[config.mk]
export PLATFORM = sky130hd
export DESIGN_NAME = nsac_reg
export DESIGN_NICKNAME = d
export VERILOG_FILES = /design/src/nsac_pkg.sv /design/src/nsac_reg.sv
export SDC_FILE = /design/constraint.sdc
export NUM_CORES = 1
export LEC_CHECK = 0
export BUFFER_PORTS_ARGS = -buffer_cell sky130_fd_sc_hd__buf_2
export CORE_ASPECT_RATIO = 0.6
export CORE_MARGIN = 10
export CORE_UTILIZATION = 42
export CTS_BUF_LIST = sky130_fd_sc_hd__clkbuf_2 sky130_fd_sc_hd__clkbuf_4 sky130_fd_sc_hd__clkbuf_8
export DETAILED_ROUTE_END_ITERATION = 12
export PLACE_DENSITY = 0.88
export SLEW_MARGIN = 0
export SYNTH_ARGS = -nofsm -noshare
export SYNTH_HDL_FRONTEND = slang
export SYNTH_SLANG_ARGS = --single-unit
[constraint.sdc]
create_clock -name MCLK_I -period 1.5 [get_ports MCLK_I]
set_input_delay 0.45 -clock MCLK_I [delete_from_list [all_inputs] [get_ports MCLK_I]]
set_output_delay 0.45 -clock MCLK_I [all_outputs]
set_load 0.02 [all_outputs]
[src/nsac_pkg.sv]
// Package for the non-secure access control register block.
// Assumes a system-coprocessor move port delivers decoded opcode fields.
package nsac_pkg;
	// Coprocessor move encoding that selects this register
	localparam logic [2:0] NSAC_OPC1 = 3'h0;
	localparam logic [3:0] NSAC_CRN = 4'h1;
	localparam logic [3:0] NSAC_CRM = 4'h1;
	localparam logic [2:0] NSAC_OPC2 = 3'h2;
	// Field positions
	localparam int NSAC_COH_POS = 18;
	localparam int NSAC_L2E_POS = 17;
	localparam int NSAC_SIMD_POS = 15;
	localparam int NSAC_NS_COPROC_ELEVEN_ENABLE_POS = 11;
	localparam int NSAC_NS_COPROC_TEN_ENABLE_POS = 10;
	// Reset value of every stored field
	localparam logic NSAC_FIELD_RST = 1'h0;
	localparam logic [31:0] NSAC_ZERO = 32'h0;
	// One coprocessor move request
	typedef struct packed {
		logic valid;
		logic write;
		logic [2:0] opc1;
		logic [3:0] crn;
		logic [3:0] crm;
		logic [2:0] opc2;
		logic [31:0] wdata;
	} nsac_req_t;
	// Processor state seen by the block
	typedef struct packed {
		logic nonsecure;
		logic pl1_or_higher;
	} nsac_ctx_t;
	// Gate outputs toward the other control registers
	typedef struct packed {
		logic coh_write_ok;
		logic l2_err_write_ok;
		logic simd_force;
		logic ns_coproc_eleven_enable_deny;
		logic ns_coproc_ten_enable_deny;
	} nsac_gate_t;
endpackage

[src/nsac_reg.sv]
// Non-secure access control register and the gates it drives.
// Assumes requests and processor state come from logic on MCLK_I.
// Assumes CTX_I already reflects the mode of the instruction in flight.
// The gated registers live elsewhere; this block only steers them.
// How it works
// RQ1: Coherency enable zero blocks non-secure auxiliary writes
// RQ2: Enabled: only coherency participation bit writable
// RQ3: L2 enable zero blocks non-secure L2 control writes
// RQ4: Enabled: only L2 async error bits writable
// RQ5: SIMD disable forces non-secure SIMD bit one
// RQ6: FPU without SIMD: SIMD disable reads one
// RQ7: No FPU nor SIMD: SIMD field reads zero
// RQ8: Coprocessor eleven disabled: non-secure access undefined
// RQ9: Coprocessor ten disabled: non-secure access undefined
// RQ10: Disabled: access control field reads zero, locked
// RQ11: Enabled coprocessors reachable from both states
// RQ12: No FPU nor SIMD: enables read zero
// RQ13: Software keeps both coprocessor enables equal
// RQ14: Selected by opcode1 0, c1, c1, opcode2 2
// RQ15: Privileged only; writable secure, read-only non-secure
// RQ16: Reserved bits hold nothing, read zero
`timescale 1ns/1ps
module nsac_reg #(
	parameter bit HAS_FPU = 1'b1, // Floating-point hardware present
	parameter bit HAS_SIMD = 1'b1 // SIMD extension present
) (
	input wire logic MCLK_I,
	input wire logic RST_B_I,
	input wire logic CE_I,
	input wire nsac_pkg::nsac_req_t REQ_I,
	input wire nsac_pkg::nsac_ctx_t CTX_I,
	input wire logic NS_COPROC_ELEVEN_ENABLE_ACCESS_I,
	input wire logic NS_COPROC_TEN_ENABLE_ACCESS_I,
	output logic [31:0] RDATA_O,
	output logic RVALID_O,
	output logic ACC_FAULT_O,
	output logic UNDEF_O,
	output nsac_pkg::nsac_gate_t GATE_O
);
	// Reset synchroniser; first stage is read only by the second
	// Release is delayed two edges so no field leaves reset on a runt pulse
	// The synchroniser ignores CE_I so that a reset always completes
	logic rst_s1_q;
	logic rst_n_q;
	always_ff @(posedge MCLK_I or negedge RST_B_I) begin
		if (!RST_B_I) begin
			rst_s1_q <= 1'b0;
			rst_n_q <= 1'b0;
		end else begin
			rst_s1_q <= 1'b1;
			rst_n_q <= rst_s1_q;
		end
	end

	// Stored fields; reserved bits have no flops at all
	logic coh_q; // Coherency write enable
	logic l2e_q; // L2 error write enable
	logic simd_q; // Non-secure SIMD disable
	logic ns_coproc_eleven_enable_q; // Coprocessor eleven enable
	logic ns_coproc_ten_enable_q; // Coprocessor ten enable
	logic coh_d; // Next coherency write enable
	logic l2e_d; // Next L2 error write enable
	logic simd_d; // Next SIMD disable
	logic ns_coproc_eleven_enable_d; // Next coprocessor eleven enable
	logic ns_coproc_ten_enable_d; // Next coprocessor ten enable

	// Decode of the move encoding
	// The encoding is compared in full; a near miss belongs to another register
	// and produces neither data nor a fault here
	wire sel = REQ_I.valid && REQ_I.opc1 == nsac_pkg::NSAC_OPC1 && REQ_I.crn == nsac_pkg::NSAC_CRN
		&& REQ_I.crm == nsac_pkg::NSAC_CRM && REQ_I.opc2 == nsac_pkg::NSAC_OPC2; // RQ14
	// Unprivileged access faults; non-secure writes fault as read-only
	// Non-secure software may look but never touch; a refused write costs
	// one fault pulse and leaves every field as it was
	wire priv_ok = CTX_I.pl1_or_higher; // RQ15
	wire wr_ok = sel && REQ_I.write && priv_ok && !CTX_I.nonsecure; // RQ15
	wire rd_ok = sel && !REQ_I.write && priv_ok; // RQ15
	wire fault = sel && (!priv_ok || (REQ_I.write && CTX_I.nonsecure)); // RQ15
	// Which fields can hold state in this configuration
	wire cp_impl = HAS_FPU || HAS_SIMD; // RQ12
	wire simd_impl = HAS_FPU && HAS_SIMD; // RQ6
	wire [31:0] wd = REQ_I.wdata;

	// Next values; unimplemented fields stay at reset value
	// Only a secure privileged write moves a field; everything else holds
	// Coherency and L2 enables exist in every configuration
	// The SIMD field is stored only when both units are present
	assign coh_d = wr_ok ? wd[nsac_pkg::NSAC_COH_POS] : coh_q;
	assign l2e_d = wr_ok ? wd[nsac_pkg::NSAC_L2E_POS] : l2e_q;
	assign simd_d = (wr_ok && simd_impl) ? wd[nsac_pkg::NSAC_SIMD_POS] : simd_q;
	assign ns_coproc_eleven_enable_d = (wr_ok && cp_impl) ? wd[nsac_pkg::NSAC_NS_COPROC_ELEVEN_ENABLE_POS] : ns_coproc_eleven_enable_q; // RQ12
	assign ns_coproc_ten_enable_d = (wr_ok && cp_impl) ? wd[nsac_pkg::NSAC_NS_COPROC_TEN_ENABLE_POS] : ns_coproc_ten_enable_q; // RQ12

	// Visible field values
	// With no FPU and no SIMD the SIMD field is unknown; zero is returned
	wire simd_vis = simd_impl ? simd_q : (HAS_FPU ? 1'b1 : 1'b0); // RQ6 RQ7
	wire ns_coproc_eleven_enable_vis = cp_impl & ns_coproc_eleven_enable_q; // RQ12
	wire ns_coproc_ten_enable_vis = cp_impl & ns_coproc_ten_enable_q; // RQ12
	wire [31:0] rd_word = {13'h0, coh_q, l2e_q, 1'b0, simd_vis, 3'h0,
		ns_coproc_eleven_enable_vis, ns_coproc_ten_enable_vis, 10'h0}; // RQ16

	// Gates toward other registers; secure state is never restricted
	// Gates are levels recomputed every cycle, so a change of security
	// state reaches the other registers one cycle later
	wire ns = CTX_I.nonsecure;
	nsac_pkg::nsac_gate_t gate_d;
	assign gate_d.coh_write_ok = !ns || coh_q; // RQ1 RQ2
	assign gate_d.l2_err_write_ok = !ns || l2e_q; // RQ3 RQ4
	assign gate_d.simd_force = ns && simd_vis; // RQ5 RQ6
	assign gate_d.ns_coproc_eleven_enable_deny = ns && !ns_coproc_eleven_enable_vis; // RQ10 RQ11
	assign gate_d.ns_coproc_ten_enable_deny = ns && !ns_coproc_ten_enable_vis; // RQ10 RQ11
	// Non-secure use of a disabled coprocessor is undefined
	// Unequal enables are left to software; each trap uses its own field
	wire undef_d = ns && ((NS_COPROC_ELEVEN_ENABLE_ACCESS_I && !ns_coproc_eleven_enable_vis)
		|| (NS_COPROC_TEN_ENABLE_ACCESS_I && !ns_coproc_ten_enable_vis)); // RQ8 RQ9

	// Field storage, frozen while CE_I is low
	// Reserved positions have no flops, so they cannot pick up stray writes
	// Holding on CE_I low keeps fields and outputs in step with each other
	always_ff @(posedge MCLK_I or negedge rst_n_q) begin
		if (!rst_n_q) begin
			coh_q <= nsac_pkg::NSAC_FIELD_RST;
			l2e_q <= nsac_pkg::NSAC_FIELD_RST;
			simd_q <= nsac_pkg::NSAC_FIELD_RST;
			ns_coproc_eleven_enable_q <= nsac_pkg::NSAC_FIELD_RST;
			ns_coproc_ten_enable_q <= nsac_pkg::NSAC_FIELD_RST;
		end else if (CE_I) begin
			coh_q <= coh_d;
			l2e_q <= l2e_d;
			simd_q <= simd_d;
			ns_coproc_eleven_enable_q <= ns_coproc_eleven_enable_d;
			ns_coproc_ten_enable_q <= ns_coproc_ten_enable_d;
		end
	end

	// Registered outputs; gates lag the fields by one cycle
	// RDATA_O returns to zero between reads so a stale word is never seen
	// Faults and traps are pulses: one cycle per offending request
	always_ff @(posedge MCLK_I or negedge rst_n_q) begin
		if (!rst_n_q) begin
			RDATA_O <= nsac_pkg::NSAC_ZERO;
			RVALID_O <= 1'b0;
			ACC_FAULT_O <= 1'b0;
			UNDEF_O <= 1'b0;
			GATE_O <= '0;
		end else if (CE_I) begin
			RDATA_O <= rd_ok ? rd_word : nsac_pkg::NSAC_ZERO;
			RVALID_O <= rd_ok;
			ACC_FAULT_O <= fault;
			UNDEF_O <= undef_d;
			GATE_O <= gate_d;
		end
	end
endmodule

==> summary.md <==
| Metric | Value |
|---|---|
| WL/cell | 14.62 um |
| Remaining Overflow, GRT | 0 |
| Clock slew at reported path FFs | 0.07 ns |
| WS Path Type | in -> reg |
| Worst slew margin | 0.5402 |
| GR Util All Layers | 0.09884 |
| Row cnt | 14 |
| Die Height | 59.28 um |
| First-pass GRT wire length | 3967 um |
| Total Nets Final | 197 |
| DRT iter0 DRCs | 25 |
| # setup viols final | 0 |
| Syn avg cell area | 11.37 um2 |
| IO buf count | 40 |
| Critical Path AT | 1.64 ns |
| Reg power frac | 0.496 |
| CTS Root Cell | clkbuf_8 |
| # IOs | 95 |
| Cell Area, Synth | 1080 um2 |
| DIE AREA | 5066 um2 |
| CP endpoint kind | flop |
| GP Congestion | 0.7575 |
| Via/cell ratio | 4.318 |
| Pwr/cell area | 848.8 nW/um2 |
| CTS Buf Count | 3 |
| Final Cycle Share | 0.9990 |
| Worst reg-to-reg setup slack | 0.67 ns |
| Clk_skew | 0.001891 ns |
| Filler Cells Inserted | 222 |
| CP Max Fanout | 5 |
| Mapped Cells | 95 |
| Slew Viols, Final | 0 |
| Clk_lat worst skew | 0.25 ns |
| Fin crit period | 1.498 ns |
| Top flop regs | GATE_O (5), RDATA_O (5) |
| Placed inst area | 1251 um2 |
| Final hold violation count | 0 |
| Clock power frac | 0.345 |
| Worst r2r dst | UNDEF_O |
| Post-Route WL | 2530 um |
| Cell internal pwr | 0.8463 mW |
| R2r startpoint | ns_coproc_eleven_enable_q |
| Fmax | 667.4 MHz |
| Sink Count | 20 |
| Yosys cell types | 23 |
| DP Wirelength | 2215 um |
| Final worst slack | 0.001540 ns |
| Share of the synthesized area in the top cell type | 0.4635 |
| Syn-to-layout area delta | 25.26% |
| Reg2Reg Depth | 3 |
| Initial Util | 0.4341 |
| Biggest area consumer among synthesized cells | dfrtp_1 |
| Detailed Routing Iterations Pass 1 | 4 |
| Worst slack at placement | -0.3142 ns |
| Vias in the first global route | 818 |
| #FFs+latches synth | 20 |
| Placeable Area | 2487 um2 |
| Multi-input gate area in the final layout | 455.4 um2 |
| Design Area, Final | 1353 um2 |
| Initial antenna violation count | 0 |
| CP startpoint kind | input port |
| Largest net degree at the start of global routing | 19 |
| Gate power share | 0.160 |
| Clk buf depth | 2 |
| Tightest Pin Transition | 0.6898 ns |
| Vias | 747 |
| Yosys warns | 0 |
| Peak supply drop | 488.6 uV |
| Synth top area cells | dfrtp_1 46%, buf_4 19%, mux2_4 7.0% |
| Worst Hold Class | reg -> async |
| DRC Markers | 0 |
| Register cell area after layout | 500.5 um2 |
| CTS tree | built |
| RSZ-0062 raised after global routing | yes |
| Switching power total | 0.3017 mW |
| Max_cap viols | 0 |
| Switching Share | 0.2628 |
| Post-layout util | 0.5438 |
| Hold WS | 0.2871 ns |
| Post-route ant nets | 0 |
| Clock H-tree levels | 1 |
| Seq/Total Area, Yosys | 0.4635 |
| Layout cell share with drive strength beyond 1 | 0.4255 |
| Outcome | finished, final reports clean |
| ANT cells | 0 |
| Die width | 85.46 um |
| Pleak | 0.7771 nW |
| Critical Path RT | 1.64 ns |
worst max path at each step:
stage / from / slack, ns / end
floorplan: REQ_I[45] / -0.11 / coh_q
global placement: REQ_I[45] / -0.23 / coh_q
detailed placement: REQ_I[45] / -0.31 / l2e_q
CTS: REQ_I[41] / -0.03 / l2e_q
global route: REQ_I[38] / -0.04 / coh_q
finish: REQ_I[42] / 0.002 / l2e_q
final cells by class:
cell class / count / share of cell area
flip-flops and latches: 20 / 0.3700
multi-input cells: 62 / 0.3367
inverters: 9 / 0.02498
clock buffers: 4 / 0.04070
well taps: 32 / 0.02960
repair buffers: 46 / 0.1980
metal layers:
layer  vias up  global-route usage  part of all wire
met5         -                   0                 0
met4         0             0.03037             0.011
met3         2             0.05907              0.10
met2        31              0.1819              0.54
met1       357             0.09091              0.35
li1        357                   -                 -
Yosys cell counts:
library cell,count
nor3b_2,1
nand3_1,2
mux2_4,5
inv_1,9
nor4b_2,2
nor2_1,2
nand4_2,1
and4bb_1,1
nor4b_4,1
o21ai_0,4
buf_4,27
nand2_1,1
a21o_1,2
conb_1,2
a22o_1,5
o22ai_1,1
dfrtp_1,20
nand3b_1,2
a31oi_1,2
a21oi_1,1
clkbuf_1,2
nand4bb_1,1
buf_6,1
worst max-delay path, stage by stage:
cell	delay (ns)
buf_2	0.12
nor4b_4	0.27
nand4_2	0.14
nand4bb_4	0.22
buf_6	0.15
mux2_4	0.29
metrics by stage:
stage | instances | TNS, ns | power [mW]
2_1_floorplan | 121 | -0.5440 | 0.7367
3_3_place_gp | 168 | -1.587 | 0.7468
3_5_place_dp | 168 | -2.382 | 0.7517
4_1_cts | 174 | -0.1075 | 1.155
5_1_grt | 173 | -0.1803 | 1.200
6_report | 173 | 0 | 1.148
placed cells by master, fill, tap and decap left out:
| cell type | n |
|---|---|
| o21ai_0 | 4 |
| inv_1 | 9 |
| o22ai_1 | 1 |
| clkbuf_8 | 4 |
| nand2_1 | 1 |
| a22o_1 | 5 |
| nand4bb_4 | 1 |
| a31oi_1 | 2 |
| dfrtp_1 | 20 |
| nor3b_2 | 1 |
| buf_2 | 38 |
| nand4_2 | 1 |
| buf_6 | 4 |
| and4bb_1 | 1 |
| conb_1 | 28 |
| a21oi_1 | 1 |
| buf_4 | 3 |
| nor4b_4 | 3 |
| mux2_4 | 5 |
| nand3_1 | 2 |
| nand3b_1 | 2 |
| dlygate4sd3_1 | 1 |
| a21o_1 | 2 |
| nor2_1 | 2 |
cells by family (layout without fill, tap and decap cells):
| group | Yosys count | count (layout) | synth area share |
|---|---|---|---|
| AND/OR/NAND/NOR | 14 | 14 | 0.1286 |
| other | 2 | 28 | 0.006955 |
| AO/OA/AOI/OAI | 15 | 15 | 0.09501 |
| flip-flops | 20 | 20 | 0.4635 |
| multiplexers | 5 | 5 | 0.06952 |
| buffers and inverters | 39 | 59 | 0.2364 |
power by group through the flow:
stage / Sequential, mW / Combinational, mW / Clock (mW)
after floorplan: 0.593 / 0.144 / 0
after global placement: 0.579 / 0.168 / 0
after detailed placement: 0.580 / 0.172 / 0
after CTS: 0.569 / 0.178 / 0.408
after global routing: 0.572 / 0.196 / 0.432
final: 0.569 / 0.183 / 0.396
what timing repair did:
item / in CTS / in global routing
gates cloned: 0 / 0
pin swaps: 3 / 5
endpoints found under the hold margin: 2 / 0
endpoints found under the setup margin: 5 / 11
gates resized for setup: 3 / 2
hold buffers: 1 / 0
buffers inserted: 1 / 0
Power figures use the tool's default switching activity.
